===== src/rtl/ufc_pkg.sv =====
// package: register map, field layout and carrier types of the uart frame and baud unit
//------------------------------------------------------------------------------
// What this block does
// - size code selects 5, 6, 7, 8, 9 bits
// - clock polarity matters only in synchronous mode
// - polarity picks transmit and sample clock edges
// - divisor is 12 bits over two bytes
// - low byte write reloads prescaler at once
// - frames in flight may break on change
// - double speed drops ratio from 16 to 8
// - mode select: zero asynchronous, one synchronous
//------------------------------------------------------------------------------
package ufc_pkg;

  // structure sizes
  localparam int unsigned DATA_W     = 9;
  localparam int unsigned FIFO_DEPTH = 8;
  localparam int unsigned BAUD_W     = 12;

  // register byte addresses on the bus
  localparam logic [7:0] OFF_CTRL    = 8'h00;
  localparam logic [7:0] OFF_STATUS  = 8'h04;
  localparam logic [7:0] OFF_BAUD_HI = 8'h08;
  localparam logic [7:0] OFF_BAUD_LO = 8'h0C;
  localparam logic [7:0] OFF_TXDATA  = 8'h10;
  localparam logic [7:0] OFF_RXDATA  = 8'h14;

  // reset values: size code 011 selects 8-bit frames
  localparam logic [7:0] CTRL_RST    = 8'h06;
  localparam logic [3:0] BAUD_HI_RST = 4'h0;
  localparam logic [7:0] BAUD_LO_RST = 8'h00;

  // oversampling ratios and the derived last and middle counts
  localparam int unsigned RATIO_NORM  = 16;
  localparam int unsigned RATIO_DBL   = 8;
  localparam logic [3:0]  OS_LAST_NRM = 4'(RATIO_NORM - 1);
  localparam logic [3:0]  OS_LAST_DBL = 4'(RATIO_DBL - 1);
  localparam logic [3:0]  OS_MID_NRM  = 4'(RATIO_NORM / 2 - 1);
  localparam logic [3:0]  OS_MID_DBL  = 4'(RATIO_DBL / 2 - 1);

  // ahb-lite codes
  localparam logic [2:0] HSIZE_WORD = 3'h2;
  localparam logic       HRESP_OKAY = 1'b0;

  // control register, bit 0 upward: polarity, size[2:0], double speed, mode, enables
  typedef struct packed {
    logic       rx_en;
    logic       tx_en;
    logic       sync_mode_select;
    logic       double_speed_select;
    logic       char_size_top_bit;
    logic [1:0] char_size_low_bits;
    logic       sync_clock_polarity;
  } ufc_cfg_t;

  // status register, listed from bit 5 down to bit 0
  typedef struct packed {
    logic tx_busy;
    logic fifo_full;
    logic fifo_empty;
    logic rx_overrun;
    logic rx_frame_error;
    logic rx_ready;
  } ufc_status_t;

  // latched address phase of one bus transfer
  typedef struct packed {
    logic       valid;
    logic       write;
    logic       word;
    logic [7:0] addr;
  } ufc_ahb_req_t;

endpackage


===== src/rtl/ufc_top.sv =====
// design: transmit fifo and the uart frame size, clock polarity and baud unit
//
// Design decisions made here: the AHB-Lite register port and the address map.
`timescale 1ns/1ps
`default_nettype none

//------------------------------------------------------------------------------
// transmit word fifo
//------------------------------------------------------------------------------
module ufc_fifo #(
  parameter int unsigned WIDTH = 9,
  parameter int unsigned DEPTH = 8
) (
  input  wire logic             i_ref_clk,   // system clock
  input  wire logic             i_reset_n,   // sync reset, low
  input  wire logic [WIDTH-1:0] i_wr_data,   // word to store
  input  wire logic             i_wr_valid,  // push request
  output logic                  o_wr_ready,  // room for a word
  output logic [WIDTH-1:0]      o_rd_data,   // oldest word
  output logic                  o_rd_valid,  // a word waits
  input  wire logic             i_rd_ready   // pop request
);
  localparam int unsigned AW = (DEPTH > 1) ? $clog2(DEPTH) : 1;

  logic [WIDTH-1:0] mem [DEPTH];
  logic [AW-1:0]    wr_ptr;
  logic [AW-1:0]    rd_ptr;
  logic [AW:0]      count;
  logic             push;
  logic             pop;

  // flags straight from the fill count, so full and empty never lie
  assign o_wr_ready = (count != (AW+1)'(DEPTH));
  assign o_rd_valid = (count != '0);
  assign push       = i_wr_valid & o_wr_ready;
  assign pop        = i_rd_ready & o_rd_valid;
  assign o_rd_data  = mem[rd_ptr];

  // storage, no reset needed on data
  always_ff @(posedge i_ref_clk) begin
    if (push) begin
      mem[wr_ptr] <= i_wr_data;
    end
  end

  // pointers wrap at depth, any depth allowed
  always_ff @(posedge i_ref_clk) begin
    if (!i_reset_n) begin
      wr_ptr <= '0;
      rd_ptr <= '0;
    end else begin
      if (push) begin
        wr_ptr <= (wr_ptr == AW'(DEPTH - 1)) ? '0 : wr_ptr + 1'b1;
      end
      if (pop) begin
        rd_ptr <= (rd_ptr == AW'(DEPTH - 1)) ? '0 : rd_ptr + 1'b1;
      end
    end
  end

  // fill count
  always_ff @(posedge i_ref_clk) begin
    if (!i_reset_n) begin
      count <= '0;
    end else begin
      count <= count + (AW+1)'(push) - (AW+1)'(pop);
    end
  end
endmodule // ufc_fifo

//------------------------------------------------------------------------------
// top: ahb-lite registers, prescaler, transmitter, receiver
//------------------------------------------------------------------------------
module ufc_top #(
  parameter int unsigned FIFO_DEPTH = ufc_pkg::FIFO_DEPTH
) (
  input  wire logic        i_ref_clk,              // 20 MHz system clock
  input  wire logic        i_reset_n,              // sync reset, low
  input  wire logic        i_hsel,                 // slave select
  input  wire logic [31:0] i_haddr,                // byte address
  input  wire logic [1:0]  i_htrans,               // transfer type
  input  wire logic        i_hwrite,               // write when high
  input  wire logic [2:0]  i_hsize,                // transfer size
  input  wire logic [31:0] i_hwdata,               // write data
  input  wire logic        i_hready,               // bus ready
  output logic [31:0]      o_hrdata,               // read data
  output logic             o_hreadyout,            // slave ready
  output logic             o_hresp,                // always okay
  input  wire logic        i_rxd,                  // serial in
  output logic             o_txd,                  // serial out
  output logic             o_sync_serial_clock,    // sync clock out
  output logic             o_sync_serial_clock_oe  // sync clock drive
);
  localparam int unsigned DW = ufc_pkg::DATA_W;

  typedef enum logic [1:0] {RX_IDLE, RX_START, RX_DATA, RX_STOP} ufc_rx_state_t;

  ufc_pkg::ufc_cfg_t     cfg;
  ufc_pkg::ufc_status_t  status;
  ufc_pkg::ufc_ahb_req_t req;
  ufc_rx_state_t         rx_state;
  logic [3:0]            baud_div_hi;
  logic [7:0]            baud_div_lo;
  logic [11:0]           baud_div;
  logic [11:0]           presc_cnt;
  logic                  tick;
  logic                  stall;
  logic                  done;
  logic                  wr;
  logic                  wr_ctrl;
  logic                  wr_hi;
  logic                  wr_lo;
  logic                  wr_tx;
  logic                  rd_rx;
  logic [31:0]           rd_val;
  logic                  fifo_wr_ready;
  logic [DW-1:0]         fifo_rd_data;
  logic                  fifo_rd_valid;
  logic                  fifo_rd_ready;
  logic                  is_sync;
  logic                  pol;
  logic [3:0]            os_last;
  logic [3:0]            os_mid;
  logic [3:0]            tx_os;
  logic [3:0]            rx_os;
  logic                  clk_rise;
  logic                  clk_fall;
  logic                  tx_step;
  logic                  rx_samp;
  logic [3:0]            nbits;
  logic [10:0]           tx_sh;
  logic [3:0]            tx_left;
  logic                  rxd_meta;
  logic                  rxd_s;
  logic [3:0]            rx_cnt;
  logic [DW-1:0]         rx_sh;
  logic [DW-1:0]         rx_data;
  logic                  rx_done;
  logic                  rx_ready;
  logic                  rx_frame_error;
  logic                  rx_overrun;

  //----------------------------------------------------------------------------
  // bus slave
  //----------------------------------------------------------------------------
  // every transfer takes at least one wait state so all bus outputs come from flops
  assign stall   = req.write && (req.addr == ufc_pkg::OFF_TXDATA) && !fifo_wr_ready;
  assign done    = req.valid && !stall;
  assign wr      = done && req.write && req.word;
  assign wr_ctrl = wr && (req.addr == ufc_pkg::OFF_CTRL);
  assign wr_hi   = wr && (req.addr == ufc_pkg::OFF_BAUD_HI);
  assign wr_lo   = wr && (req.addr == ufc_pkg::OFF_BAUD_LO);
  assign wr_tx   = wr && (req.addr == ufc_pkg::OFF_TXDATA);
  assign rd_rx   = done && !req.write && (req.addr == ufc_pkg::OFF_RXDATA);

  // address phase capture, only while the bus is ready
  always_ff @(posedge i_ref_clk) begin
    if (!i_reset_n) begin
      req <= '0;
    end else if (i_hsel && i_htrans[1] && i_hready) begin
      req.valid <= 1'b1;
      req.write <= i_hwrite;
      req.word  <= (i_hsize == ufc_pkg::HSIZE_WORD);
      req.addr  <= i_haddr[7:0];
    end else if (done) begin
      req.valid <= 1'b0;
    end
  end

  // ready drops for the data phase, held low while a TXDATA write finds the fifo full
  always_ff @(posedge i_ref_clk) begin
    if (!i_reset_n) begin
      o_hreadyout <= 1'b1;
      o_hresp     <= ufc_pkg::HRESP_OKAY;
    end else if (i_hsel && i_htrans[1] && i_hready) begin
      o_hreadyout <= 1'b0;
    end else if (done) begin
      o_hreadyout <= 1'b1;
    end
  end

  // read mux; unmapped offsets read zero
  always_comb begin
    rd_val = '0;
    case (req.addr)
      ufc_pkg::OFF_CTRL:    rd_val[7:0]    = cfg;
      ufc_pkg::OFF_STATUS:  rd_val[5:0]    = status;
      ufc_pkg::OFF_BAUD_HI: rd_val[3:0]    = baud_div_hi;
      ufc_pkg::OFF_BAUD_LO: rd_val[7:0]    = baud_div_lo;
      ufc_pkg::OFF_RXDATA:  rd_val[DW-1:0] = rx_data;
      default:              rd_val         = '0;
    endcase
  end

  // read data registered at the end of the wait state
  always_ff @(posedge i_ref_clk) begin
    if (!i_reset_n) begin
      o_hrdata <= '0;
    end else if (done && !req.write) begin
      o_hrdata <= rd_val;
    end
  end

  //----------------------------------------------------------------------------
  // configuration and divisor registers
  //----------------------------------------------------------------------------
  // control register
  always_ff @(posedge i_ref_clk) begin
    if (!i_reset_n) begin
      cfg <= ufc_pkg::CTRL_RST;
    end else if (wr_ctrl) begin
      cfg <= ufc_pkg::ufc_cfg_t'(i_hwdata[7:0]);
    end
  end

  // divisor bytes; upper high-byte bits are not stored at all
  always_ff @(posedge i_ref_clk) begin
    if (!i_reset_n) begin
      baud_div_hi <= ufc_pkg::BAUD_HI_RST;
      baud_div_lo <= ufc_pkg::BAUD_LO_RST;
    end else begin
      if (wr_hi) begin
        baud_div_hi <= i_hwdata[3:0];
      end
      if (wr_lo) begin
        baud_div_lo <= i_hwdata[7:0];
      end
    end
  end
  assign baud_div = {baud_div_hi, baud_div_lo};

  //----------------------------------------------------------------------------
  // baud prescaler and bit-rate enables
  //----------------------------------------------------------------------------
  // tick once every divisor+1 clocks; frames in flight are not guarded
  always_ff @(posedge i_ref_clk) begin
    if (!i_reset_n) begin
      presc_cnt <= '0;
    end else if (wr_lo) begin
      presc_cnt <= {baud_div_hi, i_hwdata[7:0]};
    end else if (presc_cnt == '0) begin
      presc_cnt <= baud_div;
    end else begin
      presc_cnt <= presc_cnt - 12'h001;
    end
  end
  assign tick = (presc_cnt == '0) && !wr_lo;

  // mode decode; polarity is forced off outside synchronous mode
  assign is_sync = cfg.sync_mode_select;
  assign pol     = cfg.sync_clock_polarity && is_sync;
  assign os_last = cfg.double_speed_select ? ufc_pkg::OS_LAST_DBL
                                           : ufc_pkg::OS_LAST_NRM;
  assign os_mid  = cfg.double_speed_select ? ufc_pkg::OS_MID_DBL
                                           : ufc_pkg::OS_MID_NRM;

  // free oversampling count for the transmitter; >= copes with a ratio change
  always_ff @(posedge i_ref_clk) begin
    if (!i_reset_n || is_sync) begin
      tx_os <= '0;
    end else if (tick) begin
      tx_os <= (tx_os >= os_last) ? 4'h0 : tx_os + 4'h1;
    end
  end

  // synchronous clock: toggles on each tick, driven only in sync mode
  always_ff @(posedge i_ref_clk) begin
    if (!i_reset_n || !is_sync) begin
      o_sync_serial_clock <= 1'b0;
    end else if (tick) begin
      o_sync_serial_clock <= ~o_sync_serial_clock;
    end
  end

  always_ff @(posedge i_ref_clk) begin
    if (!i_reset_n) begin
      o_sync_serial_clock_oe <= 1'b0;
    end else begin
      o_sync_serial_clock_oe <= is_sync;
    end
  end

  assign clk_rise = is_sync && tick && !o_sync_serial_clock;
  assign clk_fall = is_sync && tick && o_sync_serial_clock;
  // output changes on one edge, input sampled on the other
  assign tx_step  = is_sync ? (pol ? clk_fall : clk_rise)
                            : (tick && (tx_os == os_last));
  assign rx_samp  = is_sync ? (pol ? clk_rise : clk_fall)
                            : (tick && (rx_os == os_mid));

  // data bits per character; reserved codes fall back to eight
  always_comb begin
    case ({cfg.char_size_top_bit, cfg.char_size_low_bits})
      3'h0:    nbits = 4'h5;
      3'h1:    nbits = 4'h6;
      3'h2:    nbits = 4'h7;
      3'h3:    nbits = 4'h8;
      3'h7:    nbits = 4'h9;
      default: nbits = 4'h8;
    endcase
  end

  //----------------------------------------------------------------------------
  // transmitter
  //----------------------------------------------------------------------------
  ufc_fifo #(
    .WIDTH (DW),
    .DEPTH (FIFO_DEPTH)
  ) ufc_fifo_inst (
    .i_ref_clk  (i_ref_clk),
    .i_reset_n  (i_reset_n),
    .i_wr_data  (i_hwdata[DW-1:0]),
    .i_wr_valid (wr_tx),
    .o_wr_ready (fifo_wr_ready),
    .o_rd_data  (fifo_rd_data),
    .o_rd_valid (fifo_rd_valid),
    .i_rd_ready (fifo_rd_ready)
  );

  assign fifo_rd_ready = tx_step && (tx_left == '0) && cfg.tx_en;

  // start bit goes out on load; unused data bits padded with ones act as stop
  always_ff @(posedge i_ref_clk) begin
    if (!i_reset_n) begin
      tx_sh   <= '1;
      tx_left <= '0;
      o_txd   <= 1'b1;
    end else if (tx_step) begin
      if (tx_left != '0) begin
        o_txd   <= tx_sh[0];
        tx_sh   <= {1'b1, tx_sh[10:1]};
        tx_left <= tx_left - 4'h1;
      end else if (fifo_rd_valid && cfg.tx_en) begin
        o_txd   <= 1'b0;
        tx_sh   <= {2'b11, fifo_rd_data | (9'h1FF << nbits)};
        tx_left <= nbits + 4'h1;
      end
    end
  end

  //----------------------------------------------------------------------------
  // receiver
  //----------------------------------------------------------------------------
  // two-flop synchroniser on the pin
  always_ff @(posedge i_ref_clk) begin
    if (!i_reset_n) begin
      rxd_meta <= 1'b1;
      rxd_s    <= 1'b1;
    end else begin
      rxd_meta <= i_rxd;
      rxd_s    <= rxd_meta;
    end
  end

  // oversampling phase restarts at each start edge
  always_ff @(posedge i_ref_clk) begin
    if (!i_reset_n || (rx_state == RX_IDLE)) begin
      rx_os <= '0;
    end else if (tick) begin
      rx_os <= (rx_os >= os_last) ? 4'h0 : rx_os + 4'h1;
    end
  end

  // frame walk; sync mode has no start check because the clock aligns it
  always_ff @(posedge i_ref_clk) begin
    if (!i_reset_n || !cfg.rx_en) begin
      rx_state <= RX_IDLE;
      rx_cnt   <= '0;
      rx_sh    <= '0;
    end else begin
      unique case (rx_state)
        RX_IDLE: begin
          if (!rxd_s && (is_sync ? rx_samp : tick)) begin
            rx_state <= is_sync ? RX_DATA : RX_START;
            rx_cnt   <= '0;
            rx_sh    <= '0;
          end
        end
        RX_START: begin
          if (rx_samp) begin
            rx_state <= rxd_s ? RX_IDLE : RX_DATA;
          end
        end
        RX_DATA: begin
          if (rx_samp) begin
            rx_sh[rx_cnt] <= rxd_s;
            rx_cnt        <= rx_cnt + 4'h1;
            if (rx_cnt == nbits - 4'h1) begin
              rx_state <= RX_STOP;
            end
          end
        end
        RX_STOP: begin
          if (rx_samp) begin
            rx_state <= RX_IDLE;
          end
        end
      endcase
    end
  end
  assign rx_done = (rx_state == RX_STOP) && rx_samp;

  // received word and flags; a new frame wins over a read in the same cycle
  always_ff @(posedge i_ref_clk) begin
    if (!i_reset_n) begin
      rx_data        <= '0;
      rx_ready       <= 1'b0;
      rx_frame_error <= 1'b0;
      rx_overrun     <= 1'b0;
    end else if (rx_done) begin
      rx_data        <= rx_sh;
      rx_ready       <= 1'b1;
      rx_frame_error <= !rxd_s;
      rx_overrun     <= rx_ready && !rd_rx;
    end else if (rd_rx) begin
      rx_ready       <= 1'b0;
      rx_overrun     <= 1'b0;
    end
  end

  // status assembled in one place so each field has a single driver
  always_comb begin
    status.rx_ready       = rx_ready;
    status.rx_frame_error = rx_frame_error;
    status.rx_overrun     = rx_overrun;
    status.tx_busy    = (tx_left != '0);
    status.fifo_full  = !fifo_wr_ready;
    status.fifo_empty = !fifo_rd_valid;
  end

  //----------------------------------------------------------------------------
  // checks
  //----------------------------------------------------------------------------
  a_low_reload: assert property (@(posedge i_ref_clk) disable iff (!i_reset_n)
    wr_lo |=> (presc_cnt == baud_div))
    else $error("low byte write did not reload prescaler");

  a_high_no_reload: assert property (@(posedge i_ref_clk) disable iff (!i_reset_n)
    (wr_hi && presc_cnt != 12'h000) |=> (presc_cnt == $past(presc_cnt) - 12'h001))
    else $error("high byte write disturbed prescaler");

  a_nine_bit_frame: assert property (@(posedge i_ref_clk) disable iff (!i_reset_n)
    (fifo_rd_ready && fifo_rd_valid && cfg.char_size_top_bit
     && cfg.char_size_low_bits == 2'h3) |=> (tx_left == 4'hA) && !o_txd)
    else $error("nine bit frame length wrong");

  a_five_bit_frame: assert property (@(posedge i_ref_clk) disable iff (!i_reset_n)
    (fifo_rd_ready && fifo_rd_valid && !cfg.char_size_top_bit
     && cfg.char_size_low_bits == 2'h0) |=> (tx_left == 4'h6) && !o_txd)
    else $error("five bit frame length or start bit wrong");

  a_double_ratio: assert property (@(posedge i_ref_clk) disable iff (!i_reset_n)
    (!is_sync && cfg.double_speed_select && tick) |=> (tx_os <= 4'h7))
    else $error("double speed oversampling count passed eight");

  a_async_no_clock: assert property (@(posedge i_ref_clk) disable iff (!i_reset_n)
    !is_sync |=> !o_sync_serial_clock && !o_sync_serial_clock_oe)
    else $error("sync clock active in asynchronous mode");

  a_tx_edge_pol: assert property (@(posedge i_ref_clk) disable iff (!i_reset_n)
    (is_sync && $past(is_sync) && !cfg.sync_clock_polarity
     && $past(cfg.sync_clock_polarity) == 1'b0 && o_txd != $past(o_txd))
    |-> (o_sync_serial_clock && !$past(o_sync_serial_clock)))
    else $error("transmit data changed off the rising clock edge");

  a_high_read_zero: assert property (@(posedge i_ref_clk) disable iff (!i_reset_n)
    (done && !req.write && req.addr == ufc_pkg::OFF_BAUD_HI) |=> (o_hrdata[31:4] == 28'h0))
    else $error("reserved divisor bits read nonzero");

  a_div_reset: assert property (@(posedge i_ref_clk) disable iff (!i_reset_n)
    $rose(i_reset_n) |-> (baud_div == 12'h000))
    else $error("divisor not zero after reset");

  a_fifo_stall: assert property (@(posedge i_ref_clk) disable iff (!i_reset_n)
    (req.valid && stall) |=> !o_hreadyout)
    else $error("full fifo write not stalled");
endmodule // ufc_top

`default_nettype wire


===== config.mk =====
export PLATFORM = sky130hd
export DESIGN_NAME = ufc_top
export DESIGN_NICKNAME = d
export VERILOG_FILES = /design/src/rtl/ufc_pkg.sv /design/src/rtl/ufc_top.sv
export SDC_FILE = /design/constraint.sdc
export NUM_CORES = 1
export LEC_CHECK = 0
export BUFFER_PORTS_ARGS = -buffer_cell sky130_fd_sc_hd__buf_2
export CORE_ASPECT_RATIO = 0.9
export CORE_MARGIN = 4
export CORE_UTILIZATION = 48
export CTS_CLUSTER_SIZE = 30
export DETAILED_ROUTE_END_ITERATION = 10
export PLACE_DENSITY = 0.68
export SETUP_SLACK_MARGIN = 0.1
export SKIP_CTS_REPAIR_TIMING = 1
export SLEW_MARGIN = 5
export SYNTH_ARGS = -nofsm -noshare
export SYNTH_HDL_FRONTEND = slang
export SYNTH_SLANG_ARGS = --single-unit

===== constraint.sdc =====
create_clock -name i_ref_clk -period 4 [get_ports i_ref_clk]
set_input_delay 0.2 -clock i_ref_clk [delete_from_list [all_inputs] [get_ports i_ref_clk]]
set_output_delay 0.2 -clock i_ref_clk [all_outputs]
set_load 0.02 [all_outputs]

==> results.md, run 1 <==
- Slew Limit Fails: 0
- Hpwl dp: 12900 um
- CP Launch Type: register
- Reg2reg setup slack: 1.12 ns
- Worst slack, placed: 1.12 ns
- DRT antenna net count: 0
- TritonCTS sink count: 191
- H-tree Lvls: 4
- Detailed-router iteration count before antenna repair: 7
- Pleak: 3.78 nW
- Worst path arrival time: 3.19 ns
- RSZ-0062 raised after global routing: false
- N_diodes: 0
- Worst slew pin tran: 1.04 ns
- Critical path data required time: 4.32 ns
- Area contributors post-synth: dfxtp_1, edfxtp_1, mux4_2, mux2i_1, ha_1
- Worst Setup End Kind: register
- First-pass GRT wire length: 30700 um
- Yosys top cell area share: 0.271
- Async set-reset flop share out of synthesis: 0
- Synth Area per Inst: 10.8 um2
- Max Cap Violations: 0
- I/O pins: 112
- Initial Util: 0.495
- Clock transition at the registers of the reported paths: 0.07 ns
- GRT Residual Overflow: 0
- Worst-path fanout max: 8
- Cells along the critical path: nor4_2, nand4_4, nor4b_4, xor2_1, ha_1, inv_1, fa_1, xor2_1, nor2_1
- Slowest cell on crit path: nor4b_4
- WP depth: 9
- Critical Path End: ufc_fifo_inst.count[2]
- Max Buffers Root-to-Sink: 2
- CTS root buffer: clkbuf_16
- Peak Freq: 0.348 GHz
- All-layer global routing usage: 0.193
- Worst r2r dst: ufc_fifo_inst.count[2]
- Hold Fails Final Rpt: 0
- Synth Flop Type: dfxtp_1
- Worst-case clock skew: 0.00807 ns
- Sequential cell area fraction in the yosys report: 0.516
- Yosys reg bits: 191
- Synth Instances: 814
- TritonCTS buffer count: 17
- Top cell by count, worst path: xor2_1
- Yosys warnings: 0
- Relative slew slack: 0.308
- Status: finished, final reports clean
- WP buf/inv: 1
- Die H: 136 um
- Core Util, Final: 0.552
- Post-synth EDFFs: 72
- I/O Buffers: 39
- Vias/cell: 5.51
- Initial antenna violation count: 0
- Final nets: 949
- Hold depth: 3
- DR WL/cell: 17.3 um
- Worst Hold Class: in2reg
- Max stage delay on crit path: 0.58 ns
- Worst VDD drop: 0.380 mV
- Power Density: 455 nW/um2
- Fill count: 1512
- Final worst path period share: 0.719
- Largest net degree at the start of global routing: 39
- Synth cell types: 72
- GPL Wtd Cong: 0.819
- R2r worst-path depth: 9
- Worst setup slack after layout: 1.12 ns
- DRT iter0 DRCs: 579
- Post-route minimum period: 2.88 ns
- Die area: 20600 um2
- Post-route DRC: 0
- Area occupied by multi-input gates: 3900 um2
- Share of cells above drive strength 1: 0.139
- Vias: 6063
- CTS tree: done
- Commonest cells post-synth: dfxtp_1, nand2_1, edfxtp_1
- Setup-failing EPs final: 0
- Layout Cell Area excl Fill: 9810 um2
- Most common cell in the netlist: dfxtp_1
- Seq. cell area: 4540 um2
- DRT Wirelength: 19000 um
- # placed instances: 1065
- Die W: 151 um
- Number of global-route vias before repair: 5705
- Non-Filler Instances: 1101
- Critical path origin: presc_cnt[7]
- Placeable Area: 17800 um2
- Reg-to-reg startpoint: presc_cnt[7]
- Setup TNS: 0 ns
- Placement row count: 46
- Netlist Area Pre-Place: 8800 um2
- Cell family with most CP delay: simple AND/OR/NAND/NOR gates
- WS Path Type: reg2reg
- Insertion delay to the later sink of the worst-skew pair: 0.44 ns
- Placed Area: 9140 um2
- Layout Area Growth over Synthesis: 11.5%
- Area leader, netlist: dfxtp_1
-- report_power, final --
group	internal [W]	switching, W	total (W)
registers	0.00207	0.0000595	0.00213
logic	0.000196	0.000316	0.000512
clock network	0.00106	0.000764	0.00182
total	0.00333	0.00114	0.00447
-- per-layer routing --
layer / share of wire / GRT usage
met2: 0.45 / 0.291
met3: 0.050 / 0.0493
met4: 0.011 / 0.0498
met1: 0.49 / 0.279
met5: 0 / 0
-- per-stage QoR --
stage / power (W) / hold WS [ns]
floorplan: 0.00258 / 0.299
global placement: 0.00267 / 0.381
detailed placement: 0.00268 / 0.389
CTS: 0.00449 / -0.0743
global route: 0.00464 / 0.000841
finish: 0.00447 / 0.000810
-- cell usage in the layout, fill, tap and decap left out, types with 22 or more instances in the layout --
master / n
dfxtp_1: 119
nand2_1: 77
edfxtp_1: 72
nor2_1: 68
a21oi_1: 51
buf_2: 39
mux2i_1: 35
nand3_1: 34
ha_1: 25
conb_1: 24
inv_1: 22
-- how the worst min path moves through the flow --
stage | to | start
after floorplan | ufc_fifo_inst.mem[0][0] | i_hwdata[0]
after global placement | rxd_meta | i_rxd
after detailed placement | rxd_meta | i_rxd
after CTS | rxd_meta | i_rxd
after global routing | req[8] | i_hsize[1]
final | req[5] | i_haddr[5]
-- sequential cells by signal, summed over array words and instances (netlist names), 7 cells and up, named ones only --
name / count
presc_cnt: 12
req: 11
tx_sh: 9
cfg: 7
rx_sh: 9
o_hrdata: 9
rx_data: 9
baud_div_lo: 8
ufc_fifo_inst.mem: 72
-- final cells by class --
type,instances,area share
timing repair buffer,58,0.0354
inverter,23,0.00880
clock buffer,17,0.0433
multi-input combinational,557,0.397
sequential,191,0.463
clock inverter,15,0.0214
tap,240,0.0306
-- cells by family (layout without fill, tap and decap cells) --
| kind of cell | count (synthesis) | in the layout | share of synthesized area |
|---|---|---|---|
| and+or+nand+nor | 268 | 268 | 0.157 |
| DFF | 191 | 191 | 0.516 |
| AOI/OAI and AO/OA | 158 | 158 | 0.124 |
| buffers and inverters | 89 | 113 | 0.0503 |
| muxes | 55 | 55 | 0.0884 |
| adders and majority gates | 26 | 26 | 0.0378 |
| xor gates and xnor gates | 26 | 26 | 0.0259 |
| other | 1 | 24 | 0.000426 |
-- worst min-delay path, delay by kind of cell --
kind	cells	cell delay, ns
buffers and inverters	1	0.09
AOI/OAI and AO/OA	1	0.05
and+or+nand+nor	1	0.04
Note: power is estimated with default switching activity, not from simulation.
==> inputs of run 2 (changes only) <==
PLACE_DENSITY = 0.71   (was 0.68)
clock period = 2.5 ns   (was 4 ns; I/O delays follow)
==> results.md, run 2 (synthesized netlist as in run 1, its figures left out) <==
- Die W: 151 um (unchanged)
- Worst path arrival time: 2.75 ns (-0.44 ns)
- Peak Freq: 0.411 GHz (+18%)
- Placed Area: 9490 um2 (+3.9%)
- Number of global-route vias before repair: 5974 (+4.7%)
- Placeable Area: 17800 um2 (unchanged)
- Die area: 20600 um2 (unchanged)
- All-layer global routing usage: 0.200 (+0.00655)
- Hold depth: 2 (-1)
- Max FFs per register: 72 (unchanged)
- Post-route minimum period: 2.43 ns (-0.445 ns)
- CTS root buffer: clkbuf_16
- Insertion delay to the later sink of the worst-skew pair: 0.43 ns (about the same)
- Hpwl dp: 14000 um (+8.0%)
- Pleak: 4.01 nW (+6.2%)
- Reg-to-reg startpoint: tx_os[3]
- WS Path Type: reg2reg
- DR WL/cell: 17.2 um (about the same)
- Die H: 136 um (unchanged)
- DRT Wirelength: 19900 um (+4.9%)
- Slew Limit Fails: 0 (unchanged)
- GPL Wtd Cong: 0.876 (+6.9%)
- Hold EP: rxd_meta
- Fill count: 1502 (-0.66%)
- Worst VDD drop: 0.578 mV (+52%)
- DRT iter0 DRCs: 538 (-7.1%)
- Initial Util: 0.495 (unchanged)
- Layout Area Growth over Synthesis: 16.5%
- RSZ-0062 raised after global routing: true
- Reg2reg setup slack: 0.07 ns (-1.05 ns)
- Worst Setup End Kind: register
- Critical path data required time: 2.82 ns (-1.50 ns)
- Core Util, Final: 0.577 (+0.0249)
- Worst r2r dst: ufc_fifo_inst.count[1]
- I/O Buffers: 39 (unchanged)
- Setup-failing EPs final: 0 (unchanged)
- N_diodes: 0 (unchanged)
- Worst slew pin tran: 0.544 ns (-0.495 ns)
- Final nets: 1005 (+5.9%)
- Hold Startpoint: i_reset_n
- Max Cap Violations: 0 (unchanged)
- Worst-path fanout max: 3 (-5)
- CTS tree: done
- Max Buffers Root-to-Sink: 2 (unchanged)
- Clock transition at the registers of the reported paths: 0.07 ns (about the same)
- Post-route DRC: 0 (unchanged)
- Hold Fails Final Rpt: 0 (unchanged)
- CP Launch Type: register
- Worst-case clock skew: 0.00999 ns (+0.00192 ns)
- Largest net degree at the start of global routing: 27 (-31%)
- Most frequent cells in the layout: dfxtp_1, nand2_1, edfxtp_1
- Worst Hold Class: in2reg
- Detailed-router iteration count before antenna repair: 5 (-2)
- Relative slew slack: 0.637 (+0.329)
- Most common cell after layout, fill and taps aside: dfxtp_1
- Share of cells above drive strength 1: 0.207 (+0.0681)
- TritonCTS buffer count: 17 (unchanged)
- Final worst path period share: 0.973 (+0.253)
- I/O pins: 112 (unchanged)
- First-pass GRT wire length: 31900 um (+3.7%)
- H-tree Lvls: 4 (unchanged)
- Power Density: 663 nW/um2 (+46%)
- Vias/cell: 5.51 (+0.14%)
- Worst slack, placed: 0.0435 ns (-1.07 ns)
- TritonCTS sink count: 191 (unchanged)
- Layout Cell Area excl Fill: 10300 um2 (+4.5%)
- Status: finished, final reports clean
- GRT Residual Overflow: 0 (unchanged)
- Largest reg by FF count: ufc_fifo_inst.mem
- Top flop regs: ufc_fifo_inst.mem (72), presc_cnt (12), req (11)
- DRT antenna net count: 0 (unchanged)
- Worst setup slack after layout: 0.0680 ns (-1.05 ns)
- R2r worst-path depth: 10 (+1)
- Placement row count: 46 (unchanged)
- Initial antenna violation count: 0 (unchanged)
- Vias: 6375 (+5.1%)
## run 2: changes by cell type in the layout (fill, tap and decap cells not counted), sizes merged
cell	delta
dlygate4sd3	+9
clkinv	+1
clkbuf	+3
buf	+46
bufinv	-4
## run 2: routing by layer
metal  track usage  up-vias  wire, um
li1              -     3098         -
met2         0.306      200      9260
met4        0.0488        0       175
met3        0.0410       13      1100
met1         0.292     3064      9400
met5             0        -         0
## run 2: metrics by stage
step           std cells  hold WS (ns)  total power, W  setup TNS (ns)
2_1_floorplan        837         0.224         0.00414               0
3_3_place_gp        1108         0.316         0.00438               0
3_5_place_dp        1108         0.312         0.00440               0
4_1_cts             1139        -0.144         0.00682        -0.00117
5_1_grt             1156        0.0135         0.00709         -0.0325
6_report            1156        0.0153         0.00680               0
## run 2: worst max-delay path by stage
stage / startpoint / end / slack (ns) / cells after the start
floorplan: presc_cnt[5] / ufc_fifo_inst.count[2] / 0.01 / 9
global placement: tx_os[3] / ufc_fifo_inst.count[2] / 0.08 / 11
detailed placement: presc_cnt[7] / ufc_fifo_inst.count[2] / 0.04 / 10
CTS: presc_cnt[7] / ufc_fifo_inst.count[2] / -0.001 / 10
global route: tx_os[3] / ufc_fifo_inst.count[2] / -0.02 / 11
finish: tx_os[3] / ufc_fifo_inst.count[1] / 0.07 / 10
## run 2: worst max-delay path, stage by stage (launching register included)
cell and delay, ns:
dfxtp_2 0.33, ha_1 0.28, and4b_1 0.22, a21oi_2 0.07, nor4b_4 0.31, buf_4 0.19
xor2_2 0.15, ha_2 0.20, inv_2 0.04, fa_2 0.51, nor2_1 0.04
## run 2: power by group
group / total [W] / internal, W / switching (W) / leakage, nW
combinational: 0.000940 / 0.000404 / 0.000536 / 2.15
sequential: 0.00343 / 0.00332 / 0.000105 / 1.61
clock: 0.00244 / 0.00127 / 0.00117 / 0.249
## run 2: area by class of cell
| class | count | area [um2] | area share |
|---|---|---|---|
| timing repair buffer | 114 | 798 | 0.0778 |
| multi-input combinational | 557 | 4000 | 0.390 |
| tap | 240 | 300 | 0.0293 |
| sequential | 191 | 4550 | 0.444 |
| inverter | 23 | 86.3 | 0.00842 |
| clock buffer | 19 | 433 | 0.0422 |
| clock inverter | 12 | 85.1 | 0.00829 |
==> inputs of run 3 (changes only) <==
SYNTH_HIERARCHICAL = 1   (was unset)
==> results.md, run 3 <==
- All-layer global routing usage: 0.190 (-0.0100)
- Logic pwr share: 0.162 (+0.024)
- Cell family with most CP delay: adder cells
- Hpwl dp: 13600 um (-2.4%)
- Most frequent cells in the layout: dfxtp_1, nand2_1, edfxtp_1
- Most common cell in the netlist: dfxtp_1
- Area leader, netlist: dfxtp_1
- Netlist Area Pre-Place: 9010 um2 (+2.4%)
- Synth Instances: 845 (+3.8%)
- GRT Residual Overflow: 0 (unchanged)
- Core Util, Final: 0.574 (-0.00324)
- Placeable Area: 18400 um2 (+3.5%)
- Worst slew pin tran: 0.761 ns (+0.218 ns)
- Initial antenna violation count: 0 (unchanged)
- Max Cap Violations: 0 (unchanged)
- Largest reg by FF count: ufc_fifo_inst/mem
- Worst setup slack after layout: 0.0109 ns (-0.0571 ns)
- Top flop regs: ufc_fifo_inst/mem (72), presc_cnt (12), req (11)
- Slowest cell on crit path: dfxtp_2
- Placement row count: 47 (+2.2%)
- Final nets: 1030 (+2.5%)
- Post-route minimum period: 2.49 ns (+0.0571 ns)
- Async set-reset flop share out of synthesis: 0 (unchanged)
- DRT iter0 DRCs: 419 (-22%)
- Layout Cell Area excl Fill: 10600 um2 (+2.9%)
- Worst slack, placed: -0.0416 ns (-0.0852 ns)
- GPL Wtd Cong: 0.861 (-1.7%)
- Worst-case clock skew: 0.0194 ns (+0.00941 ns)
- Synth cell types: 75 (+4.2%)
- Initial Util: 0.489 (-0.00537)
- DR WL/cell: 16.8 um (-2.5%)
- Most common cell after layout, fill and taps aside: dfxtp_1
- Die area: 21000 um2 (+2.2%)
- Worst VDD drop: 0.496 mV (-14%)
- Synth Flop Type: dfxtp_1
- Hold Fails Final Rpt: 0 (unchanged)
- CTS root buffer: clkbuf_16
- Worst Hold Class: in2reg
- Worst path arrival time: 2.83 ns (+0.08 ns)
- N_diodes: 0 (unchanged)
- First-pass GRT wire length: 31600 um (-0.76%)
- Detailed-router iteration count before antenna repair: 5 (unchanged)
- Synth Area per Inst: 10.7 um2 (-1.4%)
- Status: finished, final reports clean
- Post-route DRC: 0 (unchanged)
- Critical path data required time: 2.84 ns (+0.02 ns)
- P_int: 0.00526 W (+5.3%)
- Power Density: 687 nW/um2 (+3.5%)
- I/O Buffers: 39 (unchanged)
- Max Buffers Root-to-Sink: 2 (unchanged)
- Share of cells above drive strength 1: 0.190 (-0.0172)
- Placed Area: 9810 um2 (+3.3%)
- Die W: 152 um (+1.1%)
- WS Path Type: reg2reg
- Sw Pwr: 0.00199 W (+10%)
- Worst Setup End Kind: register
- Sw frac: 0.275 (+0.00890)
- Commonest cells post-synth: dfxtp_1, nand2_1, edfxtp_1
- CP Launch Type: register
- Yosys warnings: 6 (+6)
- DRT antenna net count: 0 (unchanged)
- Yosys top cell area share: 0.264 (-0.00628)
- Fill count: 1530 (+1.9%)
- Peak Freq: 0.402 GHz (-2.3%)
- Setup TNS: 0 ns (unchanged)
- WP buf/inv: 1 (-1)
- Vias: 6476 (+1.6%)
- Sequential Power Share: 0.466 (-0.038)
- Layout Area Growth over Synthesis: 17.2%
- TritonCTS buffer count: 17 (unchanged)
- Relative slew slack: 0.479 (-0.158)
- Setup-failing EPs final: 0 (unchanged)
- Die H: 138 um (+1.1%)
- Max stage delay on crit path: 0.34 ns (-0.17 ns)
- Worst-path fanout max: 2 (-1)
- Max FFs per register: 72 (unchanged)
- Pleak: 4.10 nW (+2.1%)
- H-tree Lvls: 4 (unchanged)
- DRT Wirelength: 19900 um (about the same)
- Largest net degree at the start of global routing: 112 (+310%)
- Final worst path period share: 0.996 (+0.0228)
- Area contributors post-synth: dfxtp_1, edfxtp_1, mux4_1, nand2_1, ha_1
- Slew Limit Fails: 0 (unchanged)
- Sequential cell area fraction in the yosys report: 0.504 (-0.0120)
- I/O pins: 112 (unchanged)
- Insertion delay to the later sink of the worst-skew pair: 0.44 ns (about the same)
- Cells along the critical path: ha_4, and4b_1, a21oi_2, nor3_2, and3_1, and2_4, ha_4, inv_2, ha_4, fa_2, xor2_1, and2_1
- Top cell by count, worst path: ha_4
- TritonCTS sink count: 191 (unchanged)
- Clock transition at the registers of the reported paths: 0.08 ns (about the same)
- Post-synth EDFFs: 72 (unchanged)
- RSZ-0062 raised after global routing: true
- Number of global-route vias before repair: 6022 (+0.80%)
- CTS tree: done
- Clock power share: 0.372 (+0.014)
- Yosys reg bits: 191 (unchanged)
- Vias/cell: 5.46 (-0.99%)
==> run 3: per-stage QoR <==
| step | hold slack, ns | power, W | instances |
|---|---|---|---|
| after floorplan | 0.224 | 0.00422 | 868 |
| after global placement | 0.315 | 0.00454 | 1140 |
| after detailed placement | 0.322 | 0.00457 | 1140 |
| after CTS | -0.134 | 0.00726 | 1172 |
| after global routing | 0.0104 | 0.00755 | 1186 |
| final | 0.00550 | 0.00725 | 1186 |
==> run 3: power groups by stage <==
stage,sequential [W],combinational [W],clock [W]
floorplan,0.00346,0.000767,0
CTS,0.00338,0.00114,0.00274
finish,0.00338,0.00117,0.00270
detailed placement,0.00345,0.00112,0
global placement,0.00345,0.00110,0
global route,0.00339,0.00129,0.00287
==> run 3: worst paths after layout <==
check / startpoint / endpoint / slack (ns) / cells after the start
hold / removal: i_hwdata[4] / ufc_fifo_inst/mem[0][4] / 0.005 / 1
hold reg to reg: rxd_meta / rxd_s / 0.42 / 1
setup / recovery: cfg[4] / ufc_fifo_inst/count[2] / 0.01 / 12
setup reg to reg: cfg[4] / ufc_fifo_inst/count[2] / 0.01 / 12
==> run 3: area by class of cell <==
class                   count  area (um2)  share of cell area
flip-flops and latches    191        4550               0.431
multi-input cells         577        4190               0.397
repair buffers            118         836              0.0792
clock buffers              19         433              0.0410
well taps                 245         307              0.0290
clock inverters            13         151              0.0143
inverters                  23        86.3             0.00818
==> run 3: per-layer routing <==
layer	global-route usage	up-vias	routed length, um
met1	0.267	3089	9690
met4	0.0663	0	438
li1	-	3200	-
met5	0	-	0
met2	0.291	158	8780
met3	0.0434	29	1030
==> run 3: cells by family (layout without fill, tap and decap cells) <==
group | count (synthesis) | count (layout) | synth area share
AND/OR/NAND/NOR | 288 | 288 | 0.162
multiplexers | 56 | 56 | 0.0960
adder cells (fa/ha/maj) | 27 | 27 | 0.0383
XOR/XNOR | 20 | 20 | 0.0194
buffers and inverters | 100 | 173 | 0.0557
flip-flops | 191 | 191 | 0.504
other | 1 | 24 | 0.000416
AO/OA/AOI/OAI | 162 | 162 | 0.124
==> run 3: worst register-to-register path, delay by kind of cell, from the launching register on <==
kind / cells / cell delay, ns
adders and majority gates: 4 / 0.96
and+or+nand+nor: 5 / 0.73
DFF: 1 / 0.34
AOI/OAI and AO/OA: 1 / 0.17
xor gates and xnor gates: 1 / 0.14
buffers and inverters: 1 / 0.03
